`src/core/bridge_edid_pkg.sv`:
```
`default_nettype none
package bridge_edid_pkg;

   // ---------------------------------------------------------------
   // Register offsets
   // ---------------------------------------------------------------
   localparam logic [7:0] OFS_DATA_BYTE2   = 8'h4D;
   localparam logic [7:0] OFS_DATA_BYTE3   = 8'h4E;
   localparam logic [7:0] OFS_BRIDGE_CTRL  = 8'h4F;
   localparam logic [7:0] OFS_BRIDGE_STAT  = 8'h50;
   localparam logic [7:0] OFS_SLAVE_ADDR   = 8'h51;
   localparam logic [7:0] OFS_FILTER_CFG   = 8'h52;
   localparam logic [7:0] OFS_OUT_DLY_CFG  = 8'h53;

   // ---------------------------------------------------------------
   // Field positions
   // ---------------------------------------------------------------
   localparam int CTL_CEC_SRC    = 4;
   localparam int CTL_CEC_EN     = 3;
   localparam int CTL_WIPE       = 2;
   localparam int CTL_RELOAD     = 1;
   localparam int CTL_DDC_BLOCK  = 0;
   localparam int STS_PWR_SENSE  = 7;
   localparam int STS_HDMI_IRQ   = 6;
   localparam int STS_HDCP_IRQ   = 5;
   localparam int STS_INIT_DONE  = 4;
   localparam int STS_REM_LOADED = 3;
   localparam int STS_CFG_DONE   = 2;
   localparam int STS_CONFIG_CHECKSUM_PASS  = 1;
   localparam int STS_ID_CKSUM   = 0;
   localparam int ADDR_LSB       = 1;
   localparam int ADDR_WP        = 0;
   localparam int HOLD_LSB       = 4;
   localparam int FILT_LSB       = 0;

   // ---------------------------------------------------------------
   // Reset values
   // ---------------------------------------------------------------
   localparam logic [7:0] RST_DATA_BYTE   = 8'h00;
   localparam logic [7:0] RST_STATUS      = 8'h03;
   localparam logic [6:0] RST_SLAVE_ADDR  = 7'h50;
   localparam logic       RST_WP          = 1'b0;
   localparam logic [2:0] RST_HOLD        = 3'h1;
   localparam logic [3:0] RST_FILTER      = 4'hE;
   localparam logic [1:0] RST_OUT_DLY     = 2'h0;

   // ---------------------------------------------------------------
   // Timing
   // ---------------------------------------------------------------
   localparam int CLK_MHZ        = 200;
   localparam int HOLD_UNIT_NS   = 40;
   localparam int FILT_UNIT_NS   = 5;
   localparam int DLY_BASE_NS    = 240;
   localparam int DLY_STEP_NS    = 40;
   localparam int HOLD_UNIT_CYC  = HOLD_UNIT_NS * CLK_MHZ / 1000;
   localparam int FILT_UNIT_CYC  = FILT_UNIT_NS * CLK_MHZ / 1000;
   localparam int DLY_BASE_CYC   = DLY_BASE_NS * CLK_MHZ / 1000;
   localparam int DLY_STEP_CYC   = DLY_STEP_NS * CLK_MHZ / 1000;
   localparam int CEC_HZ         = 32768;
   localparam int EXT_OSC_HZ     = 25000000;
   localparam int CEC_INT_DIV    = CLK_MHZ * 1000000 / CEC_HZ;
   localparam int CEC_EXT_DIV    = EXT_OSC_HZ / CEC_HZ;

endpackage
`default_nettype wire

```
`src/core/bridge_edid_ctrl_regs.sv`:
```
`timescale 1ns/10ps
`default_nettype none

module bridge_edid_ctrl_regs #(
   parameter int CEC_INT_DIV = bridge_edid_pkg::CEC_INT_DIV
) (
   input  wire logic        mclk,
   input  wire logic        nrst,
   input  wire logic [7:0]  reg_addr,
   input  wire logic        reg_wr,
   input  wire logic        reg_rd,
   input  wire logic [7:0]  reg_wdata,
   output logic      [7:0]  reg_rdata,
   input  wire logic        indirect_rd_done,
   input  wire logic [15:0] indirect_rd_upper,
   output logic      [15:0] indirect_data_upper,
   input  wire logic        mode_strap_pin0,
   input  wire logic        hdmi_power_sense_pin,
   input  wire logic        hdmi_rx_irq,
   input  wire logic        hdcp_tx_irq,
   input  wire logic        cfg_done_in,
   input  wire logic        init_done_in,
   input  wire logic        config_checksum_pass_valid,
   input  wire logic        config_checksum_pass_ok,
   input  wire logic        id_cksum_valid,
   input  wire logic        id_cksum_ok,
   input  wire logic        remote_load_done,
   output logic             display_id_ram_reload,
   output logic             display_id_ram_wipe,
   input  wire logic        ram_reload_done,
   input  wire logic        cec_ext_osc_pin,
   output logic             cec_timebase_tick,
   output logic             ddc_display_id_block,
   output logic      [6:0]  display_id_slave_addr,
   output logic             ddc_ram_write_en,
   input  wire logic        ddc_clock_pin,
   input  wire logic        ddc_data_pin_i,
   output logic             ddc_data_pin_o,
   output logic             ddc_data_pin_oe,
   input  wire logic        ddc_data_drive_low,
   output logic             ddc_start_det,
   output logic             ddc_stop_det
);

   // ---------------------------------------------------------------
   // Register storage
   // ---------------------------------------------------------------
   logic [7:0] byte2_q;
   logic [7:0] byte3_q;
   logic       cec_src_q;
   logic       cec_en_q;
   logic       wipe_q;
   logic       reload_q;
   logic       block_q;
   logic [6:0] slave_addr_q;
   logic       wp_q;
   logic [2:0] hold_q;
   logic [3:0] filt_q;
   logic [1:0] out_dly_q;
   logic [7:0] status_q;
   logic [7:0] rdata_q;

   wire wr_ctl = reg_wr && reg_addr == bridge_edid_pkg::OFS_BRIDGE_CTRL;

   // ---------------------------------------------------------------
   // Indirect data bytes
   // ---------------------------------------------------------------
   always_ff @(posedge mclk or negedge nrst) begin
      if (!nrst) begin
         byte2_q <= bridge_edid_pkg::RST_DATA_BYTE;
         byte3_q <= bridge_edid_pkg::RST_DATA_BYTE;
      end else if (indirect_rd_done) begin
         byte2_q <= indirect_rd_upper[7:0];
         byte3_q <= indirect_rd_upper[15:8];
      end else if (reg_wr) begin
         if (reg_addr == bridge_edid_pkg::OFS_DATA_BYTE2) begin
            byte2_q <= reg_wdata;
         end
         if (reg_addr == bridge_edid_pkg::OFS_DATA_BYTE3) begin
            byte3_q <= reg_wdata;
         end
      end
   end

   // ---------------------------------------------------------------
   // Bridge control
   // ---------------------------------------------------------------
   always_ff @(posedge mclk or negedge nrst) begin
      if (!nrst) begin
         cec_src_q <= 1'b0;
         cec_en_q  <= 1'b0;
      end else if (wr_ctl) begin
         cec_src_q <= reg_wdata[bridge_edid_pkg::CTL_CEC_SRC];
         cec_en_q  <= reg_wdata[bridge_edid_pkg::CTL_CEC_EN];
      end
   end

   // Set by write wins over completion in the same cycle
   always_ff @(posedge mclk or negedge nrst) begin
      if (!nrst) begin
         reload_q <= 1'b0;
         wipe_q   <= 1'b0;
      end else if (wr_ctl && reg_wdata[bridge_edid_pkg::CTL_RELOAD]) begin
         reload_q <= 1'b1;
         wipe_q   <= reg_wdata[bridge_edid_pkg::CTL_WIPE];
      end else if (ram_reload_done) begin
         reload_q <= 1'b0;
         wipe_q   <= 1'b0;
      end
   end

   // ---------------------------------------------------------------
   // Strap capture after reset release
   // ---------------------------------------------------------------
   logic       strap1_q;
   logic       strap2_q;
   logic       strap3_q;
   logic [1:0] strap_wait_q;
   logic       strap_taken_q;

   always_ff @(posedge mclk or negedge nrst) begin
      if (!nrst) begin
         strap1_q <= 1'b0;
         strap2_q <= 1'b0;
         strap3_q <= 1'b0;
      end else begin
         strap1_q <= mode_strap_pin0;
         strap2_q <= strap1_q;
         strap3_q <= strap2_q;
      end
   end

   always_ff @(posedge mclk or negedge nrst) begin
      if (!nrst) begin
         strap_wait_q  <= 2'h0;
         strap_taken_q <= 1'b0;
         block_q       <= 1'b0;
      end else if (!strap_taken_q) begin
         if (strap_wait_q != 2'h3) begin
            strap_wait_q <= strap_wait_q + 2'h1;
         end else if (strap2_q == strap3_q) begin
            block_q       <= strap3_q;
            strap_taken_q <= 1'b1;
         end
      end
   end

   // ---------------------------------------------------------------
   // Bridge status
   // ---------------------------------------------------------------
   logic pwr1_q;
   logic pwr2_q;
   logic pwr3_q;

   always_ff @(posedge mclk or negedge nrst) begin
      if (!nrst) begin
         pwr1_q <= 1'b0;
         pwr2_q <= 1'b0;
         pwr3_q <= 1'b0;
      end else begin
         pwr1_q <= hdmi_power_sense_pin;
         pwr2_q <= pwr1_q;
         pwr3_q <= pwr2_q;
      end
   end

   always_ff @(posedge mclk or negedge nrst) begin
      if (!nrst) begin
         status_q <= bridge_edid_pkg::RST_STATUS;
      end else begin
         if (pwr2_q == pwr3_q) begin
            status_q[bridge_edid_pkg::STS_PWR_SENSE] <= pwr3_q;
         end
         status_q[bridge_edid_pkg::STS_HDMI_IRQ] <= hdmi_rx_irq;
         status_q[bridge_edid_pkg::STS_HDCP_IRQ] <= hdcp_tx_irq;
         status_q[bridge_edid_pkg::STS_CFG_DONE] <= cfg_done_in;
         status_q[bridge_edid_pkg::STS_INIT_DONE] <=
            init_done_in && cfg_done_in &&
            status_q[bridge_edid_pkg::STS_CFG_DONE];
         if (remote_load_done) begin
            status_q[bridge_edid_pkg::STS_REM_LOADED] <= 1'b1;
         end else if (wr_ctl && reg_wdata[bridge_edid_pkg::CTL_RELOAD]) begin
            status_q[bridge_edid_pkg::STS_REM_LOADED] <= 1'b0;
         end
         if (config_checksum_pass_valid) begin
            status_q[bridge_edid_pkg::STS_CONFIG_CHECKSUM_PASS] <= config_checksum_pass_ok;
         end
         if (id_cksum_valid) begin
            status_q[bridge_edid_pkg::STS_ID_CKSUM] <= id_cksum_ok;
         end
      end
   end

   // ---------------------------------------------------------------
   // Display ID and DDC configuration
   // ---------------------------------------------------------------
   always_ff @(posedge mclk or negedge nrst) begin
      if (!nrst) begin
         slave_addr_q <= bridge_edid_pkg::RST_SLAVE_ADDR;
         wp_q         <= bridge_edid_pkg::RST_WP;
         hold_q       <= bridge_edid_pkg::RST_HOLD;
         filt_q       <= bridge_edid_pkg::RST_FILTER;
         out_dly_q    <= bridge_edid_pkg::RST_OUT_DLY;
      end else if (reg_wr) begin
         case (reg_addr)
            bridge_edid_pkg::OFS_SLAVE_ADDR: begin
               slave_addr_q <= reg_wdata[7:bridge_edid_pkg::ADDR_LSB];
               wp_q         <= reg_wdata[bridge_edid_pkg::ADDR_WP];
            end
            bridge_edid_pkg::OFS_FILTER_CFG: begin
               hold_q <= reg_wdata[bridge_edid_pkg::HOLD_LSB +: 3];
               filt_q <= reg_wdata[bridge_edid_pkg::FILT_LSB +: 4];
            end
            bridge_edid_pkg::OFS_OUT_DLY_CFG: begin
               out_dly_q <= reg_wdata[1:0];
            end
            default: begin
            end
         endcase
      end
   end

   // ---------------------------------------------------------------
   // Read back
   // ---------------------------------------------------------------
   always_ff @(posedge mclk or negedge nrst) begin
      if (!nrst) begin
         rdata_q <= 8'h00;
      end else if (reg_rd) begin
         case (reg_addr)
            bridge_edid_pkg::OFS_DATA_BYTE2:  rdata_q <= byte2_q;
            bridge_edid_pkg::OFS_DATA_BYTE3:  rdata_q <= byte3_q;
            bridge_edid_pkg::OFS_BRIDGE_CTRL:
               rdata_q <= {3'h0, cec_src_q, cec_en_q, wipe_q, reload_q,
                           block_q};
            bridge_edid_pkg::OFS_BRIDGE_STAT: rdata_q <= status_q;
            bridge_edid_pkg::OFS_SLAVE_ADDR:  rdata_q <= {slave_addr_q, wp_q};
            bridge_edid_pkg::OFS_FILTER_CFG:
               rdata_q <= {1'b0, hold_q, filt_q};
            bridge_edid_pkg::OFS_OUT_DLY_CFG:
               rdata_q <= {6'h00, out_dly_q};
            default:                          rdata_q <= 8'h00;
         endcase
      end
   end

   // ---------------------------------------------------------------
   // CEC timebase
   // ---------------------------------------------------------------
   logic        osc1_q;
   logic        osc2_q;
   logic        osc3_q;
   logic [12:0] int_div_q;
   logic [9:0]  ext_div_q;
   logic        tick_q;

   always_ff @(posedge mclk or negedge nrst) begin
      if (!nrst) begin
         osc1_q <= 1'b0;
         osc2_q <= 1'b0;
         osc3_q <= 1'b0;
      end else begin
         osc1_q <= cec_ext_osc_pin;
         osc2_q <= osc1_q;
         osc3_q <= osc2_q;
      end
   end

   wire osc_rise = osc2_q && !osc3_q;

   always_ff @(posedge mclk or negedge nrst) begin
      if (!nrst) begin
         int_div_q <= 13'h0000;
         ext_div_q <= 10'h000;
         tick_q    <= 1'b0;
      end else begin
         tick_q <= 1'b0;
         if (!cec_en_q) begin
            int_div_q <= 13'h0000;
            ext_div_q <= 10'h000;
         end else if (!cec_src_q) begin
            if (int_div_q == 13'(CEC_INT_DIV - 1)) begin
               int_div_q <= 13'h0000;
               tick_q    <= 1'b1;
            end else begin
               int_div_q <= int_div_q + 13'h0001;
            end
         end else if (osc_rise) begin
            if (ext_div_q == 10'(bridge_edid_pkg::CEC_EXT_DIV - 1)) begin
               ext_div_q <= 10'h000;
               tick_q    <= 1'b1;
            end else begin
               ext_div_q <= ext_div_q + 10'h001;
            end
         end
      end
   end

   // ---------------------------------------------------------------
   // DDC input filtering
   // ---------------------------------------------------------------
   logic [1:0] pin_raw;
   logic [1:0] pin_flt;
   wire  [4:0] filt_cyc = 5'(filt_q * bridge_edid_pkg::FILT_UNIT_CYC);

   assign pin_raw = {ddc_clock_pin, ddc_data_pin_i};

   genvar gi;
   generate
      for (gi = 0; gi < 2; gi++) begin : g_flt
         ddc_glitch_filter u_flt (
            .mclk    (mclk),
            .nrst    (nrst),
            .pin     (pin_raw[gi]),
            .width   (filt_cyc),
            .level_q (pin_flt[gi])
         );
      end
   endgenerate

   wire scl = pin_flt[1];
   wire sda = pin_flt[0];

   // ---------------------------------------------------------------
   // Start / stop qualification
   // ---------------------------------------------------------------
   typedef enum logic [2:0] {
      QUAL_IDLE  = 3'b001,
      QUAL_START = 3'b010,
      QUAL_STOP  = 3'b100
   } qual_e;

   qual_e      qual_q;
   logic       sda_prev_q;
   logic       scl_prev_q;
   logic [5:0] hold_cnt_q;
   logic       start_q;
   logic       stop_q;
   wire  [5:0] hold_cyc = 6'(hold_q * bridge_edid_pkg::HOLD_UNIT_CYC);

   always_ff @(posedge mclk or negedge nrst) begin
      if (!nrst) begin
         qual_q     <= QUAL_IDLE;
         sda_prev_q <= 1'b1;
         scl_prev_q <= 1'b1;
         hold_cnt_q <= 6'h00;
         start_q    <= 1'b0;
         stop_q     <= 1'b0;
      end else begin
         sda_prev_q <= sda;
         scl_prev_q <= scl;
         start_q    <= 1'b0;
         stop_q     <= 1'b0;
         case (qual_q)
            QUAL_IDLE: begin
               hold_cnt_q <= 6'h00;
               if (scl && sda_prev_q && !sda) begin
                  qual_q <= QUAL_START;
               end else if (scl && !sda_prev_q && sda) begin
                  qual_q <= QUAL_STOP;
               end
            end
            QUAL_START: begin
               if (!scl || sda) begin
                  qual_q <= QUAL_IDLE;
               end else if (hold_cnt_q >= hold_cyc) begin
                  start_q <= 1'b1;
                  qual_q  <= QUAL_IDLE;
               end else begin
                  hold_cnt_q <= hold_cnt_q + 6'h01;
               end
            end
            QUAL_STOP: begin
               if (!scl || !sda) begin
                  qual_q <= QUAL_IDLE;
               end else if (hold_cnt_q >= hold_cyc) begin
                  stop_q <= 1'b1;
                  qual_q <= QUAL_IDLE;
               end else begin
                  hold_cnt_q <= hold_cnt_q + 6'h01;
               end
            end
            default: begin
               qual_q <= QUAL_IDLE;
            end
         endcase
      end
   end

   // ---------------------------------------------------------------
   // Data output delay after clock falls
   // ---------------------------------------------------------------
   logic [6:0] dly_cnt_q;
   logic       oe_q;
   wire  [6:0] dly_cyc = 7'(bridge_edid_pkg::DLY_BASE_CYC +
                            out_dly_q * bridge_edid_pkg::DLY_STEP_CYC);

   always_ff @(posedge mclk or negedge nrst) begin
      if (!nrst) begin
         dly_cnt_q <= 7'h00;
         oe_q      <= 1'b0;
      end else if (scl_prev_q && !scl) begin
         dly_cnt_q <= dly_cyc;
      end else if (dly_cnt_q > 7'h01) begin
         dly_cnt_q <= dly_cnt_q - 7'h01;
      end else if (dly_cnt_q == 7'h01) begin
         dly_cnt_q <= 7'h00;
         oe_q      <= ddc_data_drive_low && !block_q;
      end
   end

   // ---------------------------------------------------------------
   // Registered outputs
   // ---------------------------------------------------------------
   logic       blk_out_q;
   logic       wr_en_q;
   logic       pin_o_q;

   always_ff @(posedge mclk or negedge nrst) begin
      if (!nrst) begin
         blk_out_q <= 1'b0;
         wr_en_q   <= 1'b0;
         pin_o_q   <= 1'b0;
      end else begin
         blk_out_q <= block_q;
         wr_en_q   <= !wp_q && !block_q;
         pin_o_q   <= 1'b0;
      end
   end

   assign reg_rdata             = rdata_q;
   assign indirect_data_upper   = {byte3_q, byte2_q};
   assign display_id_ram_reload = reload_q;
   assign display_id_ram_wipe   = wipe_q;
   assign cec_timebase_tick     = tick_q;
   assign ddc_display_id_block  = blk_out_q;
   assign display_id_slave_addr = slave_addr_q;
   assign ddc_ram_write_en      = wr_en_q;
   assign ddc_data_pin_o        = pin_o_q;
   assign ddc_data_pin_oe       = oe_q;
   assign ddc_start_det         = start_q;
   assign ddc_stop_det          = stop_q;

endmodule

`default_nettype wire

```
`src/core/ddc_glitch_filter.sv`:
```
`timescale 1ns/10ps
`default_nettype none

module ddc_glitch_filter (
   input  wire logic       mclk,
   input  wire logic       nrst,
   input  wire logic       pin,
   input  wire logic [4:0] width,
   output logic            level_q
);

   // ---------------------------------------------------------------
   // Three-stage synchroniser
   // ---------------------------------------------------------------
   logic       s1_q;
   logic       s2_q;
   logic       s3_q;
   logic [4:0] cnt_q;

   always_ff @(posedge mclk or negedge nrst) begin
      if (!nrst) begin
         s1_q <= 1'b1;
         s2_q <= 1'b1;
         s3_q <= 1'b1;
      end else begin
         s1_q <= pin;
         s2_q <= s1_q;
         s3_q <= s2_q;
      end
   end

   // ---------------------------------------------------------------
   // Accept a new level after width+1 stable cycles
   // ---------------------------------------------------------------
   always_ff @(posedge mclk or negedge nrst) begin
      if (!nrst) begin
         cnt_q   <= 5'h00;
         level_q <= 1'b1;
      end else if (s2_q == s3_q && s3_q != level_q) begin
         if (cnt_q >= width) begin
            level_q <= s3_q;
            cnt_q   <= 5'h00;
         end else begin
            cnt_q <= cnt_q + 5'h01;
         end
      end else begin
         cnt_q <= 5'h00;
      end
   end

endmodule

`default_nettype wire

```
`config.mk`:
```
export PLATFORM = sky130hd
export DESIGN_NAME = bridge_edid_ctrl_regs
export DESIGN_NICKNAME = d
export VERILOG_FILES = /design/src/core/bridge_edid_pkg.sv /design/src/core/bridge_edid_ctrl_regs.sv /design/src/core/ddc_glitch_filter.sv
export SDC_FILE = /design/constraint.sdc
export NUM_CORES = 1
export LEC_CHECK = 0
export ABC_AREA = 1
export ABC_CLOCK_PERIOD_IN_PS = 4600
export BUFFER_PORTS_ARGS = -buffer_cell sky130_fd_sc_hd__buf_2
export CELL_PAD_IN_SITES_DETAIL_PLACEMENT = 1
export CELL_PAD_IN_SITES_GLOBAL_PLACEMENT = 2
export CORE_ASPECT_RATIO = 0.7
export CORE_MARGIN = 10
export CORE_UTILIZATION = 37
export DETAILED_ROUTE_END_ITERATION = 7
export PLACE_DENSITY_LB_ADDON = 0.3
export SLEW_MARGIN = 5
export SYNTH_ARGS = -nofsm -noshare
export SYNTH_HDL_FRONTEND = slang
export SYNTH_SLANG_ARGS = --single-unit
```
`constraint.sdc`:
```
create_clock -name mclk -period 4.6 [get_ports mclk]
set_input_delay 1.15 -clock mclk [delete_from_list [all_inputs] [get_ports mclk]]
set_output_delay 1.15 -clock mclk [all_outputs]
set_load 0.02 [all_outputs]
```
### Word level (Yosys, flattened, before mapping)

Cells that the tools add are included.

* add/subtract/negate cells: 8
* div/mod/pow operators: 0
* reduce and logical (&&, ||, !) cells: 41
* equal/unequal tests: 26
* order comparisons: 4
* bitwise operators: 4
* shifts and indexed selects: 0
* $mul: 0
* mux-type cells: 49

Operators with widths (count)
* equality test 8 x 7 -> 1 bit, second input constant: 7
* case mux 8 bit (7 select lines): 1
* two-way mux 8 bit: 6
* two-way mux 10 bit: 4
* two-way mux 13 bit: 3
* two-way mux 7 bit: 3
* two-way mux 5 bit: 4
* two-way mux 1 bit: 18
* two-way mux 6 bit: 3
* case mux 6 bit (3 select lines): 1
* AND reduction 2 bit: 9
* two-way mux 3 bit: 5
* logical AND 1 bit: 14
* adder 13 x 1 -> 13 bit, second input constant: 1
* equality test 13 bit, second input constant: 1
* adder 10 x 1 -> 10 bit, second input constant: 1
* adder 5 x 1 -> 5 bit, second input constant: 2
* equality test 10 bit, second input constant: 1
* >= comparator 5 x 4 -> 1 bit: 2
* != test 2 bit, second input constant: 5
* nonzero test 2 bit: 5
* case mux 3 bit (3 select lines): 1
* AND reduction 3 bit: 3
* adder 6 x 5 -> 7 bit, first input constant: 1
* 17 further kinds: 31

* output and inout port bits: 40
* memory bits (read-only): 0
* word-level logic and storage cells: 184
* bits in latches: 0
* register bits: 131
* bits in writable memories: 0
* memories: 0

### Depth between registers and ports, before layout

Gate-level depths: netlist of the first run.

* depth in word-level cells: 6
* gate-level depth with buffers: 11
* mapped depth without buffers: 10

### Hierarchy

A second synthesis of the first run with hierarchy kept.

* cells, all modules: 796
* area, all modules: 6921.6 sq um

By module, submodules not included
* bridge_edid_ctrl_regs: instances 1, cells an instance 686, area an instance 5903.2 sq um
* ddc_glitch_filter: instances 2, cells an instance 55, area an instance 509.2 sq um

### Least setup slack after synthesis of the first run

Ideal clock, no wire load.

* kind: input -> register
* from: input port reg_addr[7]
* to: register status_q[3]
* stages on the path: 8
* slack: 2.493 ns
* arrival: 1.989 ns
* setup time: 0.118 ns
* buffers on the path: 1
* required time: 4.482 ns
* path through: inv_2 -> nand2_2 -> nor2_4 -> buf_6 -> nand2_2 -> nor2_4 -> nand2_2 -> a21o_1

* longest elaborated chain between the ends: 4

RTL lines
* start: declaration: line bridge_edid_ctrl_regs.sv:9 `input wire logic [7:0] reg_addr,`
* equality test 8 x 7 -> 1 bit: line bridge_edid_ctrl_regs.sv:63 `wire wr_ctl = reg_wr && reg_addr == bridge_edid_pkg::OFS_BRIDGE_CTRL;`
* logical AND 1 bit: line bridge_edid_ctrl_regs.sv:63
* logical AND 1 bit: line bridge_edid_ctrl_regs.sv:182 `end else if (wr_ctl && reg_wdata[bridge_edid_pkg::CTL_RELOAD]) begin`
* nonzero test 2 bit (no line)
* end signal: indexed assignment: line bridge_edid_ctrl_regs.sv:177 `status_q[bridge_edid_pkg::STS_INIT_DONE] <=`
* end signal: indexed assignment: line bridge_edid_ctrl_regs.sv:186 `status_q[bridge_edid_pkg::STS_CONFIG_CHECKSUM_PASS] <= config_checksum_pass_ok;`
* end signal: indexed assignment: line bridge_edid_ctrl_regs.sv:189 `status_q[bridge_edid_pkg::STS_ID_CKSUM] <= id_cksum_ok;`
* end: declaration: line bridge_edid_ctrl_regs.sv:60 `logic [7:0] status_q;`

Every way passes these cells.
A chain may end at the register's enable or synchronous reset.

### Worst setup path after layout of the first run

* from: register slave_addr_q[4], in the netlist display_id_slave_addr[4]
* to: output port display_id_slave_addr[4]

RTL lines
* start: declaration: line bridge_edid_ctrl_regs.sv:55 `logic [6:0] slave_addr_q;`
* start signal: assignment: line bridge_edid_ctrl_regs.sv:199 `slave_addr_q <= bridge_edid_pkg::RST_SLAVE_ADDR;`
* start signal: assignment: line bridge_edid_ctrl_regs.sv:207 `slave_addr_q <= reg_wdata[7:bridge_edid_pkg::ADDR_LSB];`
* end: declaration: line bridge_edid_ctrl_regs.sv:34 `output logic [6:0] display_id_slave_addr,`

No word-level cell between the ends.

==> metrics.yaml, run 1 <==
pwr-share-seq_pct: 41.8
hold_buffers: 0
fp.dieH_um: 132
final_cell_mix: "nand2_1, dfrtp_1, buf_2"
final_common_cell: "nand2_1"
rsz0062_at_grt: "no"
post-route-period-util_pct: 50.4
dr.pass1.iters: 4
worst-path-buf-inv: 1
p_comb_share_pct: 17.5
wl_um: 19400
drt-initial-drc-count: 392
use_met1_pct: 22.3
critPathCaptureType: "output port"
grt_pass1_vias: 6186
final.setup.tns_ns: 0
synth.yosys.seq_area_share_pct: 49.4
clk_path_buf_depth: 2
status: "completed"
critPathTopFamily: "flip-flops"
p_per_area_mw_per_mm2: 425
p_int_w: 0.00227
timing.fmax_mhz: 432
worstMarginPinSlew_ns: 1.07
ys_ff_latch: 131
start_kind: "flip-flop"
grt_pass1_wl_um: 32200
syn_nets: 871
final_max_slew_viol_count: 0
syn_area_mm2: 0.00669
worstPathRequired_ns: 3.45
syn_to_final_growth_pct: 18.8
drive_above_1_share_pct: 21.4
max_stage_delay_ns: 0.57
cts_tree: "yes"
setup_viol: 0
cp_max_fo: 3
power_leakage_nw: 4.03
cts_sinks: 131
cts.clk_slew.worst_paths_ns: 0.07
grt_util_met3_pct: 3.76
cts_root_buffer: "clkbuf_16"
num_rows: 41
fp.dieArea_mm2: 0.0239
peakVddDrop_mv: 0.199
grt_overflow: 0
fin_crit_ns: 2.32
final.setup_skew_ns: 0.00844
post-cts-setup-buffers: 0
globalRouteTotalUtil_pct: 16.4
clockPowerShare_pct: 40.7
finalWeightedCongestion: 0.823
boundaryPins: 93
drc: 0
final_util_pct: 44.4
cts-htree-levels: 4
n_antenna_cell: 0
dp.cells: 1111
ant_nets: 0
finalHoldViolCount: 0
cts_buffers: 17
synth_warnings: 0
syn_inst: 796
antenna_found_initial: 0
slew_headroom_pct: 28.8
timing_worst_setup_path_type: "flip-flop to output port"
die_w_um: 181
total_power_w: 0.00337
hp-class: "flip-flop to flip-flop"
num_vias: 5769
drv_cap: 0
drt-vias-per-instance: 5.05
grt_max_degree: 116
grt_busiest_layer: "met2"
met2_usage_pct: 25.7
cts_resized: 0
clk_latency_ns: 0.43
dpl.hpwl_um: 14800
fp.coreArea_mm2: 0.0179
sw_frac_of_total_pct: 32.7
holdWs_ns: 0.355
start_util_pct: 37.4
crit_arrival_ns: 1.17
synth_cell_types: 43
routedWlPerCell_um: 16.9
cp_slowest_cell: "dfstp_2"
avgSynthCellArea_um2: 8.40
power.switching_w: 0.00110
crit_chain: "buf_2"
io_buffers: 91
final_cells: 1143
layout.nets: 969
area by class of cell:
| type | instances | area [um2] |
|---|---|---|
| Sequential cell | 131 | 3300 |
| Clock buffer | 17 | 425 |
| Fill cell | 2187 | 9960 |
| Multi-Input combinational cell | 557 | 2940 |
| Timing Repair Buffer | 92 | 469 |
| Clock inverter | 15 | 160 |
| Tap cell | 236 | 295 |
| Inverter | 95 | 357 |
final timing paths:
| path | slack [ns] | cells past startpoint | start | end |
|---|---|---|---|---|
| worst max-delay path | 2.28 | 1 | display_id_slave_addr[4] | display_id_slave_addr[4] |
| worst min-delay path | 0.35 | 0 | pwr1_q | pwr2_q |
| worst max register to register | 2.75 | 9 | hold_q[2] | qual_q[0] |
| worst min register to register | 0.35 | 0 | pwr1_q | pwr2_q |
| max in group asynchronous | 2.82 | 2 | nrst | ext_div_q[0] |
| min in group asynchronous | 0.87 | 1 | nrst | reg_rdata[7] |
Yosys cell counts, drive strengths merged:
master    n  share of area, %
nand2   213                13
dfrtp   112                42
inv      94               5.3
nor2     92               6.3
nand3    71               5.4
o21ai    46               3.6
a21oi    24               1.8
ha       22               4.1
dfstp    19               7.5
nor3     19               1.7
xor2     15               2.0
nand4    13               1.2
buf      11               1.3
o21a      8              0.90
o22ai     7              0.65
o21bai    4              0.45
xnor2     4              0.52
a31oi     3              0.73
mux2      3              0.51
nand3b    3              0.52
nor3b     3              0.34
clkbuf    2              0.11
or2       2              0.19
a21boi    1              0.11
a21o      1              0.11
and3      1             0.094
clkinv    1             0.056
conb      1             0.056
maj3      1              0.15
cells by family after synthesis:
kind of cell / synth area share (%)
other cells: 0.0561
compound gates: 8.31
buf+inv: 6.70
simple gates: 28.3
fa+ha+maj: 4.27
xor+xnor: 2.49
mux: 0.505
flops: 49.4
power by group through the flow:
stage / registers, W / logic [W] / clock network (W)
floorplan: 0.00143 / 0.000371 / 0
global placement: 0.00142 / 0.000562 / 0
detailed placement: 0.00143 / 0.000599 / 0
CTS: 0.00141 / 0.000605 / 0.00141
global route: 0.00143 / 0.000676 / 0.00147
finish: 0.00141 / 0.000590 / 0.00137
stage by stage:
stage	setup WS, ns	area (um2)
6_report	2.28	7950
3_3_place_gp	2.04	7360
2_1_floorplan	2.49	6690
5_1_grt	2.23	7950
4_1_cts	2.26	7950
3_5_place_dp	1.97	7360
per-layer routing:
| layer | vias to the layer above | wire length, um |
|---|---|---|
| li1 | 2769 | - |
| met2 | 97 | 9010 |
| met1 | 2893 | 9440 |
| met4 | 0 | 117 |
| met5 | - | 0 |
| met3 | 10 | 796 |
registers in the layout (all words and copies together), names as in the netlist, 4 cells and up:
name	count
filt_q	4
display_id_slave_addr	7
ext_div_q	10
g_flt.u_flt.cnt_q	10
dly_cnt_q	7
int_div_q	13
status_q	8
reg_rdata	8
byte2_q	8
hold_cnt_q	6
byte3_q	8
No activity file was read; power rests on OpenSTA's default activity.
==> run 2: changes to the inputs <==
ABC_CLOCK_PERIOD_IN_PS = 2150   (was 4600)
CORE_UTILIZATION = 34   (was 37)
clock period = 2.15 ns   (was 4.6 ns; I/O delays follow)
==> run 2 against run 1 <==
Compared with the run above: final area increased by 1.1%; combinational power rose by 110%; clock skew rose by 0.0024 ns; core utilization is 2.4 points lower; worst setup slack worse by 1.9 ns; final cell count up 3.0%; largest cell class unchanged.
==> metrics.yaml, run 2 (same netlist as run 1, synthesis figures left out) <==
start_kind: "flip-flop"
crit_chain: "inv_1 -> ha_1 -> nand2_1 -> nand2_1 -> nand3_1 -> nand4_1 -> nor3_1"
io_buffers: 91  # unchanged
final_util_pct: 42.0  # -2.4 points
top_register: "int_div_q"
fin_crit_ns: 1.75
reg2reg_slack_ns: 0.40  # -2.35 ns
final.setup.tns_ns: 0  # unchanged
hp-class: "input pin to flip-flop"
ant_nets: 0  # unchanged
worstPathRequired_ns: 2.48  # -0.97 ns
fp.dieH_um: 137  # +3.7%
fp.dieArea_mm2: 0.0258  # +7.7%
syn_to_final_growth_pct: 20.1
critPathCaptureType: "flip-flop"
wl_um: 19300  # -0.28%
drt-vias-per-instance: 4.79  # -5.1%
drv_cap: 0  # unchanged
final_cell_mix: "nand2_1, dfrtp_1, buf_2"
dr.pass1.iters: 4  # unchanged
path_common_cell: "nand2_1"
hold_depth: 1  # +1
finalHoldViolCount: 0  # unchanged
antenna_found_initial: 0  # unchanged
fill_cells: 2346  # +7.3%
slew_headroom_pct: 62.8  # +34 points
dp.cells: 1144  # +3.0%
cts_tree: "yes"
min_to: "g_flt[1].u_flt.s1_q"
total_power_w: 0.00706  # +110%
boundaryPins: 93  # unchanged
power.switching_w: 0.00219  # +98%
max_stage_delay_ns: 0.51  # -0.06 ns
dpl.hpwl_um: 15000  # +0.86%
reg2reg_depth: 7  # -2
final_common_cell: "nand2_1"
timing.fmax_mhz: 570
cts_root_buffer: "clkbuf_16"
drive_above_1_share_pct: 21.6  # +0.19 points
clockPowerShare_pct: 39.5  # -1.2 points
multi_input_area_mm2: 0.00294  # unchanged
clk_latency_ns: 0.43  # about the same
cp_slowest_cell: "dfstp_2"
drc: 0  # unchanged
num_rows: 42  # +2.4%
p_comb_share_pct: 17.8  # +0.3 points
largest_register_ffs: 13  # unchanged
cts_buffers: 17  # unchanged
hp-start: "ddc_clock_pin"
cp_max_fo: 7  # +4
drt-initial-drc-count: 328  # -16%
regToRegStartpoint: "filt_q[2]"
grt_overflow: 0  # unchanged
die_w_um: 188  # +3.8%
start_util_pct: 35.0  # -2.4 points
clk_path_buf_depth: 2  # unchanged
seqCellArea_mm2: 0.00330  # unchanged
setup_viol: 0  # unchanged
cts.clk_slew.worst_paths_ns: 0.06  # about the same
fp.coreArea_mm2: 0.0191  # +6.8%
cts_sinks: 131  # unchanged
r2r_end: "g_flt[0].u_flt.cnt_q[4]"
reg_top3: "int_div_q: 13 flops, ext_div_q: 10 flops, g_flt.u_flt.cnt_q: 10 flops"
p_per_area_mw_per_mm2: 879  # +110%
p_int_w: 0.00487  # +110%
globalRouteTotalUtil_pct: 15.3  # -1.1 points
timing_worst_setup_path_type: "flip-flop to flip-flop"
grt_pass1_wl_um: 31400  # -2.4%
cts_resized: 0  # unchanged
crit_arrival_ns: 2.08  # +0.91 ns
pwr-share-seq_pct: 42.7  # +0.9 points
status: "completed"
finalWeightedCongestion: 0.834  # +1.3%
rsz0062_at_grt: "no"
grt_max_degree: 56  # -52%
final_max_slew_viol_count: 0  # unchanged
routedWlPerCell_um: 16.4  # -3.2%
num_vias: 5640  # -2.2%
power_leakage_nw: 4.04  # +0.28%
grt_pass1_vias: 5792  # -6.4%
layout.nets: 975  # +0.62%
final.setup_skew_ns: 0.0108  # +0.00240 ns
peakVddDrop_mv: 0.412  # +110%
cts-htree-levels: 4  # unchanged
post-route-period-util_pct: 81.6
sw_frac_of_total_pct: 31.0  # -1.7 points
worstMarginPinSlew_ns: 0.558  # -0.510 ns
final_cells: 1177  # +3.0%
n_antenna_cell: 0  # unchanged
## run 2: changes by cell type in the layout (fill, tap and decap cells not counted), sizes merged
cell / delta
dlygate4sd3: +1
clkbuf: +4
clkinv: +1
inv: -9
clkinvlp: +4
buf: +5
## run 2: worst max-delay path: cells and delay by family (launching register included)
family,cells,cell delay (ns)
fa+ha+maj,1,0.35
buf+inv,1,0.09
flops,1,0.51
simple gates,5,0.71
## run 2: timing repair
item / CTS / global route
buffers inserted: 0 / 0
hold buffers: 1 / 0
endpoints found under the hold margin: 13 / 0
## run 2: how the worst max path moves through the flow
stage / startpoint / end / slack, ns / cells past startpoint
finish: filt_q[2] / g_flt[0].u_flt.cnt_q[4] / 0.40 / 7
global route: filt_q[2] / g_flt[0].u_flt.cnt_q[4] / 0.26 / 7
CTS: filt_q[2] / g_flt[0].u_flt.cnt_q[4] / 0.35 / 7
detailed placement: reg_addr[7] / display_id_slave_addr[0] / 0.27 / 8
global placement: reg_addr[7] / display_id_slave_addr[5] / 0.35 / 8
floorplan: hold_cnt_q[5] / qual_q[0] / 0.57 / 8
## run 2: power groups by stage
stage                     sequential, W  combinational [W]  clock, W
after floorplan                 0.00306           0.000794         0
after global placement          0.00305            0.00126         0
after detailed placement        0.00306            0.00127         0
final                           0.00301            0.00126   0.00279
after CTS                       0.00302            0.00128   0.00285
after global routing            0.00305            0.00144   0.00299
## run 2: layout make-up
cell class                 count  area share, %
sequential                   131           41.1
multi-input combinational    557           36.6
timing repair buffer          98           6.74
clock buffer                  21           5.73
inverter                      95           4.44
tap                          264           4.11
clock inverter                11           1.29
## run 2: metal layers
| layer | wire [um] | share of wire, % | GRT usage [%] |
|---|---|---|---|
| met3 | 1130 | 5.9 | 4.27 |
| met4 | 209 | 1.1 | 4.21 |
| met2 | 7790 | 40 | 21.0 |
| met5 | 0 | 0 | 0 |
| met1 | 10200 | 53 | 22.8 |
## run 2: metrics by stage
stage / setup slack [ns] / hold slack [ns] / instance area [um2]
after global routing: 0.262 / 0.190 / 8030
after detailed placement: 0.269 / 0.337 / 7460
after CTS: 0.350 / 0.190 / 8030
after global placement: 0.349 / 0.336 / 7460
final: 0.396 / 0.211 / 8030
after floorplan: 0.567 / 0.242 / 6690
==> run 3: changes to the inputs <==
ABC_CLOCK_PERIOD_IN_PS = 1700   (was 2150)
clock period = 1.7 ns   (was 2.15 ns; I/O delays follow)
==> run 3 against run 2 <==
Compared with the run above: sequential power rose by 27%; core utilization rose by 1.5 points; clock skew rose by 0.0028 ns; non-clock buffer count rose by 20; clock power rose by 38%; worst setup slack got worse by 0.30 ns; critical path type unchanged; critical endpoint is now g_flt[0].u_flt.cnt_q[0]; combinational power rose by 31%.
==> metrics.yaml, run 3 (same netlist as run 1, synthesis figures left out) <==
dr.pass1.iters: 4  # unchanged
crit_arrival_ns: 1.94  # -0.14 ns
start_util_pct: 35.0  # unchanged
rsz0062_at_grt: "yes"
worstMarginPinSlew_ns: 0.528  # -0.0304 ns
wl_um: 20000  # +3.7%
worstPathRequired_ns: 2.03  # -0.45 ns
regToRegStartpoint: "filt_q[2]"
io_buffers: 91  # unchanged
cts_sinks: 131  # unchanged
ant_nets: 0  # unchanged
reg2reg_slack_ns: 0.09  # -0.30 ns
start_kind: "flip-flop"
finalHoldViolCount: 0  # unchanged
drt-initial-drc-count: 397  # +21%
final.setup_skew_ns: 0.0137  # +0.00282 ns
grt_max_degree: 45  # -20%
layout.nets: 995  # +2.1%
cts.clk_slew.worst_paths_ns: 0.06  # about the same
slew_headroom_pct: 64.8  # +2.0 points
final_cells: 1197  # +1.7%
fp.coreArea_mm2: 0.0191  # unchanged
drt-vias-per-instance: 4.73  # -1.3%
fp.dieArea_mm2: 0.0258  # unchanged
timing.fmax_mhz: 623  # +9.2%
cts_root_buffer: "clkbuf_16"
cts_tree: "yes"
peakVddDrop_mv: 0.649  # +57%
fill_cells: 2324  # -0.94%
final_util_pct: 43.5  # +1.5 points
crit_start: "filt_q[2]"
reg_top3: "int_div_q: 13 flops, ext_div_q: 10 flops, g_flt.u_flt.cnt_q: 10 flops"
hp-class: "input pin to flip-flop"
r2r_end: "g_flt[0].u_flt.cnt_q[0]"
setup_slack_ns: 0.0938  # -0.302 ns
final_common_cell: "nand2_1"
final_max_slew_viol_count: 0  # unchanged
dpl.hpwl_um: 15500  # +3.7%
grt_pass1_wl_um: 33100  # +5.5%
setup_viol: 0  # unchanged
dp.cells: 1159  # +1.3%
drc: 0  # unchanged
routed.top_layer: "met4"
num_rows: 42  # unchanged
clk_path_buf_depth: 2  # unchanged
wl_met1_um: 10900  # +7.6%
final_cell_mix: "nand2_1, dfrtp_1, buf_2"
num_vias: 5659  # +0.34%
place_ws_ns: -0.0359  # -0.304 ns
timing_worst_setup_path_type: "flip-flop to flip-flop"
cts_buffers: 17  # unchanged
die_w_um: 188  # unchanged
drv_cap: 0  # unchanged
critPathCaptureType: "flip-flop"
largest_register_ffs: 13  # unchanged
reg2reg_depth: 8  # +1
drive_above_1_share_pct: 24.1  # +2.5 points
routedWlPerCell_um: 16.7  # +2.0%
top_register: "int_div_q"
antenna_found_initial: 0  # unchanged
status: "completed"
power_leakage_nw: 4.20  # +3.9%
syn_to_final_growth_pct: 24.3
fp.dieH_um: 137  # unchanged
cp_max_fo: 7  # unchanged
cts-htree-levels: 4  # unchanged
wl_met3_um: 702  # -38%
p_per_area_mw_per_mm2: 1120  # +28%
globalRouteTotalUtil_pct: 16.1  # +0.73 points
grt_pass1_vias: 5971  # +3.1%
wl_met2_um: 8240  # +5.7%
fin_crit_ns: 1.61  # -0.148 ns
boundaryPins: 93  # unchanged
clk_latency_ns: 0.42  # about the same
crit_end: "g_flt[0].u_flt.cnt_q[0]"
n_antenna_cell: 0  # unchanged
grt_overflow: 0  # unchanged
post-route-period-util_pct: 94.5  # +13 points
finalWeightedCongestion: 0.835  # +0.11%
run 3: changes by cell type in the layout (fill, tap and decap cells not counted), sizes merged:
cell and delta:
buf +20, bufinv +2, clkbuf -3, clkinvlp -1, inv +2
run 3: routing by layer:
layer / vias up / global-route usage, %
met3: 8 / 3.86
met1: 2761 / 24.1
met2: 75 / 22.4
met5: - / 0
li1: 2815 / -
met4: 0 / 3.85
run 3: worst min path at each step:
stage	startpoint	endpoint	slack (ns)	cells past startpoint
final	ddc_clock_pin	g_flt[1].u_flt.s1_q	0.11	1
after global routing	ddc_clock_pin	g_flt[1].u_flt.s1_q	0.09	1
after CTS	ddc_clock_pin	g_flt[1].u_flt.s1_q	0.08	1
after detailed placement	nrst	ddc_stop_det	0.30	1
after global placement	nrst	ddc_stop_det	0.30	1
after floorplan	nrst	block_q	0.13	0
run 3: per-stage QoR:
step / TNS [ns] / hold WS (ns) / area (um2) / total power [W]
floorplan: 0 / 0.129 / 6690 / 0.00487
global placement: -0.000174 / 0.303 / 7620 / 0.00548
detailed placement: -0.184 / 0.305 / 7620 / 0.00551
CTS: 0 / 0.0826 / 8280 / 0.00944
global route: -0.230 / 0.0858 / 8310 / 0.00988
finish: 0 / 0.105 / 8310 / 0.00932
run 3: critical path, stage by stage (launching register included):
cell and delay, ns:
dfstp_2 0.51, inv_1 0.08, ha_1 0.34, nand2_1 0.08
nand2_1 0.06, nand3_1 0.06, nand4_1 0.08, buf_4 0.17
nor3_1 0.13
run 3: area by class of cell:
cell class / instances / area, um2 / area share (%)
clock buffer: 18 / 439 / 5.28
clock inverter: 14 / 178 / 2.14
inverter: 95 / 357 / 4.29
multi-input combinational: 557 / 2960 / 35.6
sequential: 131 / 3300 / 39.7
tap: 264 / 330 / 3.97
timing repair buffer: 118 / 746 / 8.97
run 3: power breakdown:
| group | switching (W) | internal [W] |
|---|---|---|
| sequential | 0.000319 | 0.00349 |
| combinational | 0.00103 | 0.000614 |
| clock | 0.00150 | 0.00237 |
run 3: repair_timing:
item | 4_1_cts | 5_1_grt
pin swaps | 2 | 2
setup buffers | 3 | 2
hold buffers | 1 | 0
endpoints found under the setup margin | 12 | 18
endpoints found under the hold margin | 14 | 0
resized for setup | 2 | 6
